**config.mk**
```make
export PLATFORM = sky130hd
export DESIGN_NAME = servo_brake_stop_sequencer
export DESIGN_NICKNAME = d
export VERILOG_FILES = /design/src/sbs_pkg.sv /design/src/interval_timer.sv /design/src/servo_brake_stop_sequencer.sv
export VERILOG_INCLUDE_DIRS = /design/src
export SDC_FILE = /design/constraint.sdc
export NUM_CORES = 1
export LEC_CHECK = 0
export BUFFER_PORTS_ARGS = -buffer_cell sky130_fd_sc_hd__buf_4
export CAP_MARGIN = 20
export CORE_UTILIZATION = 25
export CTS_BUF_LIST = sky130_fd_sc_hd__clkbuf_4 sky130_fd_sc_hd__clkbuf_8
export CTS_CLUSTER_SIZE = 10
export DETAILED_ROUTE_END_ITERATION = 10
export PLACE_DENSITY_LB_ADDON = 0.3
export SKIP_CTS_REPAIR_TIMING = 1
export SLEW_MARGIN = 5
export SYNTH_ARGS = -nofsm -noshare
export SYNTH_HDL_FRONTEND = slang
export SYNTH_SLANG_ARGS = --single-unit
```
**constraint.sdc**
```tcl
create_clock -name core_clk_in -period 3.3 [get_ports core_clk_in]
set_clock_uncertainty 0.1 [all_clocks]
set_input_delay 0 -clock core_clk_in [delete_from_list [all_inputs] [get_ports core_clk_in]]
set_output_delay 0 -clock core_clk_in [all_outputs]
set_load 0.005 [all_outputs]
```
**src/sbs_defs.svh**
```systemverilog
`ifndef SBS_DEFS_SVH
`define SBS_DEFS_SVH

// timing
`define SBS_CLK_PERIOD_NS       100
`define SBS_TICK_UNIT_NS        100000
`define SBS_TICKS_PER_MS        10
`define SBS_INDEX_DEFAULT_TICKS 16'h000A

// register byte offsets
`define SBS_ADR_CTRL            8'h00
`define SBS_ADR_TORQUE          8'h04
`define SBS_ADR_TIME            8'h08
`define SBS_ADR_CMD_DELAY       8'h0C
`define SBS_ADR_STATIC_DELAY    8'h10
`define SBS_ADR_THRESH          8'h14
`define SBS_ADR_MAX_WAIT        8'h18
`define SBS_ADR_INDEX_WIDTH     8'h1C
`define SBS_ADR_STATUS          8'h20

// upper limits of the settings
`define SBS_METHOD_MAX          32'h00000002
`define SBS_ACTION_MAX          32'h00000002
`define SBS_TORQUE_MAX          32'h0000015E
`define SBS_TIME_MAX            32'h0000EA60
`define SBS_DELAY_MAX           32'h000001F4
`define SBS_THRESH_MAX          32'h00001770
`define SBS_WAIT_MAX            32'h000003E8
`define SBS_INDEX_MAX           32'h000003E8

// control register fields
`define SBS_CTRL_METHOD_LSB     0
`define SBS_CTRL_ACTION_LSB     2

// status register fields
`define SBS_STAT_BRAKE_BIT      0
`define SBS_STAT_POWER_BIT      1
`define SBS_STAT_ACCEPT_BIT     2
`define SBS_STAT_DECEL_BIT      3
`define SBS_STAT_DB_BIT         4
`define SBS_STAT_INDEX_BIT      5
`define SBS_STAT_STATE_LSB      8

// stop method and base action codes
`define SBS_METHOD_BASE         2'h0
`define SBS_METHOD_TORQUE       2'h1
`define SBS_METHOD_TIME         2'h2
`define SBS_ACTION_DB_HOLD      2'h0
`define SBS_ACTION_DB_RELEASE   2'h1
`define SBS_ACTION_COAST        2'h2

// reset values
`define SBS_RST_METHOD          2'h0
`define SBS_RST_ACTION          2'h0
`define SBS_RST_VALUE           32'h00000000

// timer slots
`define SBS_TMR_SEQ             0
`define SBS_TMR_DECEL           1
`define SBS_TMR_INDEX           2
`define SBS_TMR_COUNT           3

`endif

```
**src/sbs_pkg.sv**
```systemverilog
package sbs_pkg;

	typedef enum logic [2:0] {
		ST_OFF,
		ST_ENABLING,
		ST_RUN,
		ST_BRAKE_HOLD,
		ST_BRAKE_WAIT,
		ST_DECEL,
		ST_BASE
	} seq_state_type;

	typedef struct packed {
		logic [1:0]  stop_method_select;
		logic [1:0]  base_stop_action;
		logic [8:0]  stop_decel_torque;
		logic [15:0] stop_decel_time;
		logic [8:0]  brake_release_cmd_delay;
		logic [8:0]  static_brake_power_delay;
		logic [12:0] brake_speed_threshold;
		logic [9:0]  rotating_brake_max_wait;
		logic [9:0]  index_pulse_width;
	} cfg_type;

	typedef struct packed {
		logic brake_release;
		logic power_on;
		logic dynamic_braking;
		logic cmd_accept;
		logic decel_active;
		logic torque_limit_en;
	} drive_ctrl_type;

endpackage

```
**src/interval_timer.sv**
```systemverilog
`timescale 1ns/1ns
module interval_timer (
	// clock and reset
	input  wire logic        core_clk_in,
	input  wire logic        rst_n_in,
	// control
	input  wire logic        load_in,
	input  wire logic [15:0] load_value_in,
	input  wire logic        tick_in,
	// state
	output logic      [15:0] count_out,
	output logic             expired_out
);

	// load wins over a tick arriving in the same cycle
	always_ff @(posedge core_clk_in) begin
		if (!rst_n_in) begin
			count_out <= 16'h0000;
		end else if (load_in) begin
			count_out <= load_value_in;
		end else if (tick_in && count_out != 16'h0000) begin
			count_out <= count_out - 16'h0001;
		end
	end

	assign expired_out = (count_out == 16'h0000);

endmodule

```
**src/servo_brake_stop_sequencer.sv**
```systemverilog
// Added by the designer: the Wishbone slave port and the address map.
`timescale 1ns/1ns
`include "sbs_defs.svh"
// Contract
// method 1: decelerate with the set torque, then apply base stop action
// method 2: stop within the set decel time, then apply base action
// stop decel torque is settable from 0 to 350 percent
// stop decel time is settable from 0 to 60000 ms
// after brake release wait 0 to 500 ms before accepting commands
// after enable accept position commands only once static delay elapsed
// enable off at standstill: brake on, keep power for static delay
// enable off rotating: brake once speed below threshold, else wait
// rotating brake wait up to 0..1000 ms, then brake regardless of speed
// index pulse uses default width at 0, else setting times 0.1 ms
// base action: 0 hold braking, 1 brake then release, 2 coast
// stop method, torque and time are frozen while a stop runs
// deceleration ends, and base action begins, at zero speed
module servo_brake_stop_sequencer
	import sbs_pkg::*;
#(
	parameter int TICK_CYCLES = `SBS_TICK_UNIT_NS / `SBS_CLK_PERIOD_NS
) (
	// clock and reset
	input  wire logic        core_clk_in,
	input  wire logic        rst_n_in,
	// wishbone slave
	input  wire logic        wb_cyc_in,
	input  wire logic        wb_stb_in,
	input  wire logic        wb_we_in,
	input  wire logic [7:0]  wb_adr_in,
	input  wire logic [3:0]  wb_sel_in,
	input  wire logic [31:0] wb_dat_in,
	output logic      [31:0] wb_dat_out,
	output logic             wb_ack_out,
	// host and feedback
	input  wire logic        enable_cmd_in,
	input  wire logic        stop_req_in,
	input  wire logic [12:0] motor_speed_in,
	input  wire logic        index_in,
	// power stage, brake and index
	output drive_ctrl_type   drive_ctrl_out,
	output logic      [8:0]  decel_torque_out,
	output logic      [15:0] decel_time_left_out,
	output logic             index_pulse_out
);

	cfg_type       cfg;
	seq_state_type state;
	seq_state_type next_state;
	logic [15:0]   pre_count;
	logic [3:0]    ms_div;
	logic          tick_unit;
	logic          tick_ms;
	logic          index_q;
	logic          index_edge;
	logic          capture;
	logic [1:0]    cap_method;
	logic [1:0]    cap_action;
	logic [15:0]   cap_time;
	logic          standstill;
	logic          below_thresh;
	logic          bus_req;
	logic          bus_wr;
	logic [31:0]   wr_word;
	logic [31:0]   status_word;
	logic [31:0]   next_rd;
	logic          tmr_load    [`SBS_TMR_COUNT];
	logic [15:0]   tmr_value   [`SBS_TMR_COUNT];
	logic          tmr_tick    [`SBS_TMR_COUNT];
	logic [15:0]   tmr_count   [`SBS_TMR_COUNT];
	logic          tmr_expired [`SBS_TMR_COUNT];

	assign standstill   = (motor_speed_in == 13'h0000);
	assign below_thresh = (motor_speed_in < cfg.brake_speed_threshold);
	assign bus_req      = wb_cyc_in && wb_stb_in && !wb_ack_out;
	// a write commits at the edge where the master samples ack high
	assign bus_wr       = wb_cyc_in && wb_stb_in && wb_we_in && wb_ack_out;
	assign index_edge   = index_in && !index_q;

	// free-running 0.1 ms base; the enable, static power and set index width
	// timers load one tick extra so that their wait is never shorter than its setting
	assign tick_unit = (pre_count == 16'(TICK_CYCLES - 1));
	assign tick_ms   = tick_unit && (ms_div == 4'(`SBS_TICKS_PER_MS - 1));

	always_ff @(posedge core_clk_in) begin
		if (!rst_n_in) begin
			pre_count <= 16'h0000;
			ms_div    <= 4'h0;
		end else if (tick_unit) begin
			pre_count <= 16'h0000;
			ms_div    <= tick_ms ? 4'h0 : ms_div + 4'h1;
		end else begin
			pre_count <= pre_count + 16'h0001;
		end
	end

	genvar gi;
	generate
		for (gi = 0; gi < `SBS_TMR_COUNT; gi++) begin : g_tmr
			interval_timer u_tmr (
				.core_clk_in   (core_clk_in),
				.rst_n_in      (rst_n_in),
				.load_in       (tmr_load[gi]),
				.load_value_in (tmr_value[gi]),
				.tick_in       (tmr_tick[gi]),
				.count_out     (tmr_count[gi]),
				.expired_out   (tmr_expired[gi])
			);
		end
	endgenerate

	assign tmr_tick[`SBS_TMR_SEQ]   = tick_ms;
	assign tmr_tick[`SBS_TMR_DECEL] = tick_ms;
	assign tmr_tick[`SBS_TMR_INDEX] = tick_unit;

	// registers: writes merge by byte lane and saturate at the top of range
	function automatic logic [31:0] merge(input logic [31:0] old_val,
			input logic [31:0] wr_val, input logic [3:0] sel);
		logic [31:0] res;
		res = old_val;
		for (int b = 0; b < 4; b++) begin
			if (sel[b]) begin
				res[8*b +: 8] = wr_val[8*b +: 8];
			end
		end
		return res;
	endfunction

	function automatic logic [31:0] sat(input logic [31:0] v,
			input logic [31:0] lim);
		return (v > lim) ? lim : v;
	endfunction

	// next_rd already holds the addressed register's present image
	assign wr_word = merge(next_rd, wb_dat_in, wb_sel_in);

	always_ff @(posedge core_clk_in) begin
		if (!rst_n_in) begin
			cfg <= '0;
			cfg.stop_method_select <= `SBS_RST_METHOD;
			cfg.base_stop_action   <= `SBS_RST_ACTION;
		end else if (bus_wr) begin
			unique case (wb_adr_in)
				`SBS_ADR_CTRL: begin
					cfg.stop_method_select <= 2'(sat(
						32'(wr_word[`SBS_CTRL_METHOD_LSB +: 2]),
						`SBS_METHOD_MAX));
					cfg.base_stop_action <= 2'(sat(
						32'(wr_word[`SBS_CTRL_ACTION_LSB +: 2]),
						`SBS_ACTION_MAX));
				end
				`SBS_ADR_TORQUE: begin
					cfg.stop_decel_torque <=
						9'(sat(wr_word, `SBS_TORQUE_MAX));
				end
				`SBS_ADR_TIME: begin
					cfg.stop_decel_time <=
						16'(sat(wr_word, `SBS_TIME_MAX));
				end
				`SBS_ADR_CMD_DELAY: begin
					cfg.brake_release_cmd_delay <=
						9'(sat(wr_word, `SBS_DELAY_MAX));
				end
				`SBS_ADR_STATIC_DELAY: begin
					cfg.static_brake_power_delay <=
						9'(sat(wr_word, `SBS_DELAY_MAX));
				end
				`SBS_ADR_THRESH: begin
					cfg.brake_speed_threshold <=
						13'(sat(wr_word, `SBS_THRESH_MAX));
				end
				`SBS_ADR_MAX_WAIT: begin
					cfg.rotating_brake_max_wait <=
						10'(sat(wr_word, `SBS_WAIT_MAX));
				end
				`SBS_ADR_INDEX_WIDTH: begin
					cfg.index_pulse_width <=
						10'(sat(wr_word, `SBS_INDEX_MAX));
				end
				default: begin
					// unmapped and status: write ignored, still acked
				end
			endcase
		end
	end

	always_comb begin
		status_word = 32'h00000000;
		status_word[`SBS_STAT_BRAKE_BIT]  = drive_ctrl_out.brake_release;
		status_word[`SBS_STAT_POWER_BIT]  = drive_ctrl_out.power_on;
		status_word[`SBS_STAT_ACCEPT_BIT] = drive_ctrl_out.cmd_accept;
		status_word[`SBS_STAT_DECEL_BIT]  = drive_ctrl_out.decel_active;
		status_word[`SBS_STAT_DB_BIT]     = drive_ctrl_out.dynamic_braking;
		status_word[`SBS_STAT_INDEX_BIT]  = index_pulse_out;
		status_word[`SBS_STAT_STATE_LSB +: 3] = state;
		unique case (wb_adr_in)
			`SBS_ADR_CTRL:         next_rd = {28'h0000000, cfg.base_stop_action,
				cfg.stop_method_select};
			`SBS_ADR_TORQUE:       next_rd = 32'(cfg.stop_decel_torque);
			`SBS_ADR_TIME:         next_rd = 32'(cfg.stop_decel_time);
			`SBS_ADR_CMD_DELAY:    next_rd = 32'(cfg.brake_release_cmd_delay);
			`SBS_ADR_STATIC_DELAY: next_rd = 32'(cfg.static_brake_power_delay);
			`SBS_ADR_THRESH:       next_rd = 32'(cfg.brake_speed_threshold);
			`SBS_ADR_MAX_WAIT:     next_rd = 32'(cfg.rotating_brake_max_wait);
			`SBS_ADR_INDEX_WIDTH:  next_rd = 32'(cfg.index_pulse_width);
			`SBS_ADR_STATUS:       next_rd = status_word;
			default:               next_rd = 32'h00000000;
		endcase
	end

	always_ff @(posedge core_clk_in) begin
		if (!rst_n_in) begin
			wb_ack_out <= 1'b0;
			wb_dat_out <= 32'h00000000;
		end else begin
			wb_ack_out <= bus_req;
			if (bus_req && !wb_we_in) begin
				wb_dat_out <= next_rd;
			end
		end
	end

	// sequencer: one timer serves the enable, brake and power steps
	always_comb begin
		logic [8:0] longer;
		longer = (cfg.brake_release_cmd_delay > cfg.static_brake_power_delay)
			? cfg.brake_release_cmd_delay : cfg.static_brake_power_delay;
		next_state = state;
		capture    = 1'b0;
		tmr_load[`SBS_TMR_SEQ]    = 1'b0;
		tmr_value[`SBS_TMR_SEQ]   = 16'h0000;
		tmr_load[`SBS_TMR_DECEL]  = 1'b0;
		tmr_value[`SBS_TMR_DECEL] = cfg.stop_decel_time;
		if (stop_req_in && state != ST_OFF && state != ST_DECEL
				&& state != ST_BASE) begin
			capture = 1'b1;
			tmr_load[`SBS_TMR_DECEL] = 1'b1;
			if (cfg.stop_method_select == `SBS_METHOD_BASE) begin
				next_state = ST_BASE;
			end else begin
				next_state = ST_DECEL;
			end
		end else begin
			unique case (state)
				ST_OFF: begin
					if (enable_cmd_in && !stop_req_in) begin
						next_state = ST_ENABLING;
						tmr_load[`SBS_TMR_SEQ]  = 1'b1;
						tmr_value[`SBS_TMR_SEQ] = 16'(longer) + 16'h0001;
					end
				end
				ST_ENABLING, ST_RUN: begin
					if (!enable_cmd_in && standstill) begin
						next_state = ST_BRAKE_HOLD;
						tmr_load[`SBS_TMR_SEQ]  = 1'b1;
						tmr_value[`SBS_TMR_SEQ] =
							16'(cfg.static_brake_power_delay) + 16'h0001;
					end else if (!enable_cmd_in) begin
						next_state = ST_BRAKE_WAIT;
						tmr_load[`SBS_TMR_SEQ]  = 1'b1;
						tmr_value[`SBS_TMR_SEQ] =
							16'(cfg.rotating_brake_max_wait);
					end else if (state == ST_ENABLING
							&& tmr_expired[`SBS_TMR_SEQ]) begin
						next_state = ST_RUN;
					end
				end
				ST_BRAKE_HOLD: begin
					if (tmr_expired[`SBS_TMR_SEQ]) begin
						next_state = ST_OFF;
					end
				end
				ST_BRAKE_WAIT: begin
					if (below_thresh || tmr_expired[`SBS_TMR_SEQ]) begin
						next_state = ST_OFF;
					end
				end
				ST_DECEL: begin
					if (standstill) begin
						next_state = ST_BASE;
					end
				end
				ST_BASE: begin
					if (!stop_req_in && !enable_cmd_in) begin
						next_state = ST_OFF;
					end
				end
			endcase
		end
	end

	always_ff @(posedge core_clk_in) begin
		if (!rst_n_in) begin
			state <= ST_OFF;
		end else begin
			state <= next_state;
		end
	end

	// stop settings are frozen for the whole stop; edits apply to the next
	always_ff @(posedge core_clk_in) begin
		if (!rst_n_in) begin
			cap_method       <= `SBS_RST_METHOD;
			cap_action       <= `SBS_RST_ACTION;
			cap_time         <= 16'h0000;
			decel_torque_out <= 9'h000;
		end else if (capture) begin
			cap_method       <= cfg.stop_method_select;
			cap_action       <= cfg.base_stop_action;
			cap_time         <= cfg.stop_decel_time;
			decel_torque_out <= cfg.stop_decel_torque;
		end
	end

	// remaining time lets the speed loop ramp so rest is reached in time
	always_ff @(posedge core_clk_in) begin
		if (!rst_n_in) begin
			decel_time_left_out <= 16'h0000;
		end else if (next_state == ST_DECEL
				&& (capture ? cfg.stop_method_select : cap_method)
				== `SBS_METHOD_TIME) begin
			decel_time_left_out <= capture ? cfg.stop_decel_time
				: tmr_count[`SBS_TMR_DECEL];
		end else begin
			decel_time_left_out <= 16'h0000;
		end
	end

	always_comb begin
		drive_ctrl_out.brake_release = (state == ST_ENABLING)
			|| (state == ST_RUN) || (state == ST_BRAKE_WAIT)
			|| (state == ST_DECEL);
		drive_ctrl_out.power_on = (state != ST_OFF) && (state != ST_BASE);
		drive_ctrl_out.cmd_accept      = (state == ST_RUN);
		drive_ctrl_out.decel_active    = (state == ST_DECEL);
		drive_ctrl_out.torque_limit_en = (state == ST_DECEL)
			&& (cap_method == `SBS_METHOD_TORQUE);
		drive_ctrl_out.dynamic_braking = (state == ST_BASE)
			&& ((cap_action == `SBS_ACTION_DB_HOLD)
			|| (cap_action == `SBS_ACTION_DB_RELEASE && !standstill));
	end

	// index pulse stretcher; a new edge restarts the width
	always_ff @(posedge core_clk_in) begin
		if (!rst_n_in) begin
			index_q <= 1'b0;
		end else begin
			index_q <= index_in;
		end
	end

	assign tmr_load[`SBS_TMR_INDEX]  = index_edge;
	assign tmr_value[`SBS_TMR_INDEX] = (cfg.index_pulse_width == 10'h000)
		? `SBS_INDEX_DEFAULT_TICKS
		: 16'(cfg.index_pulse_width) + 16'h0001;
	assign index_pulse_out = !tmr_expired[`SBS_TMR_INDEX];
endmodule

```
==> results by group <==
Routing
  • Drt wl/cell: 20.5 um
  • DR vias: 11700
  • Post-route antenna net violation count: 0
  • Initial DRC Count: 1292
  • Pre-antenna DRT Iters: 5
  • DRC viols: 0
  • Vias per cell: 5.16
  • Routed wire length: 46500 um

Pwr
  • PD cells: 388 nW/um^2
  • Peak VDD IR: 0.224 mV
  • Leakage: 5.28 nW
  • Post-layout power: 0.00561 W

CTS
  • H-tree levels: 4
  • CTS max path bufs: 2
  • CTS Sinks: 198
  • Worst-path clk slew: 0.12 ns
  • Root Driver: clkbuf_8
  • Clock Latency Late Sink: 0.53 ns
  • Number of CTS-inserted buffers: 17
  • CTS tree: done

Timing
  • Final hold slack: -0.0111 ns
  • Hold Fails Final Rpt: 3
  • Final WS setup: 0.119 ns
  • Max Clk Rate: 314 MHz
  • Tightest Pin Transition: 0.757 ns
  • Final worst-path cycle share: 96.4%
  • Final setup fails: 0
  • RSZ-0062 raised after global routing: no
  • Final slew viol count: 0
  • Total Neg Setup Slack: 0 ns
  • Post-layout minimum cycle time: 3.18 ns
  • Max_slew headroom: 49.3%

Floorplanning
  • Initial Util: 25.4%
  • Die Y: 217 um
  • Die W: 217 um
  • # rows: 78
  • Die area: 47200 um^2
  • # IOs: 130
  • Core area: 45500 um^2

Worst setup path
  • CP Capture Type: register
  • CP peak stage delay: 0.61 ns
  • CP cell instances: buf_4, mux4_2, a21oi_1, a2bb2oi_1, o21ai_1, or4_4, o221ai_4, nand2_2, o221a_1
  • Crit path kind: reg -> reg
  • Worst Path Required: 3.63 ns
  • CP Max Fanout: 6
  • Critical Path AT: 3.51 ns
  • CP Launch Type: register
  • Slowest CP cell: or4_4

Finish
  • Antenna cells: 0
  • Fill cells: 4938
  • Layout cells sized above 1: 19.7%
  • Final net count: 1757
  • Area occupied by multi-input gates: 7000 um^2
  • Sequential Area: 3970 um^2
  • Area Growth Syn to Fin: 24.8%

Synth
  • Yosys reg bits: 198
  • Mapped Area: 11600 um^2
  • Synth warn: 0
  • Async S/R FF share, synth: 0%
  • Number of synthesized flops with an enable pin: 0
  • Netlist cell types: 95
  • Main flop type after synthesis: dfxtp_1
  • Syn avg cell area: 7.93 um^2
  • Cells after synthesis: 1459
  • Post-synthesis sequential area ratio: 34.3%

Outcome
  • Status: finished with violations
  • Failing checks: hold timing

Run
  • Max Cap Viol: 0

Placed design
  • Detailed placer's ending HPWL: 36200 um
  • Port bufs: 113
  • Dpl ws: 0.0557 ns
  • Global placement routability congestion: 0.929

GRT
  • Vias in the first global route: 11000
  • First-pass GRT wire length: 69900 um
  • Pin count of the biggest net entering global routing: 59
  • Grt ovf: 0
  • GRT Total Usage: 19.6%
  • Initial antenna violation count: 0

Min path
  • Worst hold path class: in -> reg
-- per-layer routing --
layer	up-vias	part of all wire (%)	wire length, um	global-route usage [%]
met5	-	0	0	0
met4	0	1.4	669	4.15
met3	40	6.5	3030	3.35
met2	417	43	20000	29.3
met1	5631	49	22800	29.2
li1	5649	-	-	-
-- where the power goes --
part | internal (W) | total (W) | switching [W]
clock | 0.000717 | 0.00177 | 0.00105
combinational | 0.000493 | 0.00126 | 0.000772
sequential | 0.00248 | 0.00258 | 0.000102
total | 0.00369 | 0.00561 | 0.00193
-- worst paths after layout --
check,slack [ns],end,cells after the start,from
worst max-delay path,0.12,cfg[57]$_SDFFE_PN0P_,9,cfg[46]$_SDFFE_PN0P_
worst min-delay path,-0.01,cfg[64]$_SDFFE_PN0P_,5,wb_sel_in[1]
worst max register to register,0.12,cfg[57]$_SDFFE_PN0P_,9,cfg[46]$_SDFFE_PN0P_
worst min register to register,0.36,cap_action[1]$_SDFFE_PN0P_,2,cap_action[1]$_SDFFE_PN0P_
-- cells in the mapped netlist, types with 17 or more instances --
master	n	share of area [%]
nor4_1	27	1.5
inv_1	46	1.5
nand2_1	178	5.8
a21oi_1	119	5.1
o21ai_0	69	3.0
ha_1	32	3.5
dfxtp_1	198	34
nor3_1	52	2.2
a211oi_1	29	1.9
and3_1	19	1.0
nor2_1	134	4.3
mux2i_1	19	1.6
nand3_1	63	2.7
xor2_1	32	2.4
xnor2_1	41	3.1
clkbuf_1	62	2.0
buf_4	17	1.1
-- per-stage QoR --
step | utilization (%) | instances | area (um^2)
floorplan | - | 1474 | 11600
global placement | 30.2 | 2214 | 13700
detailed placement | 30.2 | 2214 | 13700
CTS | 31.2 | 2246 | 14200
global route | 31.8 | 2273 | 14400
finish | 31.8 | 2273 | 14400
-- placed cells by master (no fill, tap or decap), drive strengths merged, types with 7 or more instances in the layout --
master / n
a211oi: 31
a21o: 7
a21oi: 119
a221oi: 15
a22oi: 7
a31oi: 11
and2: 16
and3: 19
buf: 245
clkbuf: 17
clkinv: 8
conb: 16
dfxtp: 198
dlygate4sd3: 26
ha: 32
inv: 53
mux2: 14
mux2i: 20
nand2: 180
nand2b: 11
nand3: 63
nand3b: 9
nand4: 14
nor2: 134
nor2b: 9
nor3: 54
nor4: 28
o21a: 7
o21ai: 83
o221a: 8
o22ai: 11
o31ai: 10
or2: 7
or3: 16
or4: 7
xnor2: 41
xor2: 32
-- worst max-delay path, delay by kind of cell, from the launching register on --
family	cells	cell delay (ns)
buffers and inverters	1	0.16
DFF	1	0.34
and+or+nand+nor	2	0.73
muxes	1	0.45
AOI/OAI and AO/OA	5	1.32
-- flip-flops by register name (all words and copies together), names as in the netlist --
register / flops
wb_ack_out: 1
index_q: 1
state: 3
g_tmr.u_tmr.count_out: 48
decel_time_left_out: 16
pre_count: 16
cfg: 80
ms_div: 4
wb_dat_out: 16
decel_torque_out: 9
cap_action: 2
cap_method: 2
-- logic make-up (layout without fill, tap and decap cells) --
logic type | after synthesis | count (layout) | share of synthesized area, %
AOI/OAI and AO/OA | 370 | 370 | 21.8
xor gates and xnor gates | 73 | 73 | 5.52
adders and majority gates | 32 | 32 | 3.46
buffers and inverters | 152 | 351 | 5.87
DFF | 198 | 198 | 34.3
muxes | 38 | 38 | 3.90
other | 1 | 16 | 0.0324
and+or+nand+nor | 595 | 595 | 25.2
-- final cells by class --
type	count	share of cell area, %
Tap cell	600	5.20
Inverter	48	1.25
Timing Repair Buffer	271	14.6
Clock inverter	15	1.39
Clock buffer	17	1.62
Sequential cell	198	27.4
Multi-Input combinational cell	1124	48.5
No activity file was read; power rests on OpenSTA's default activity.
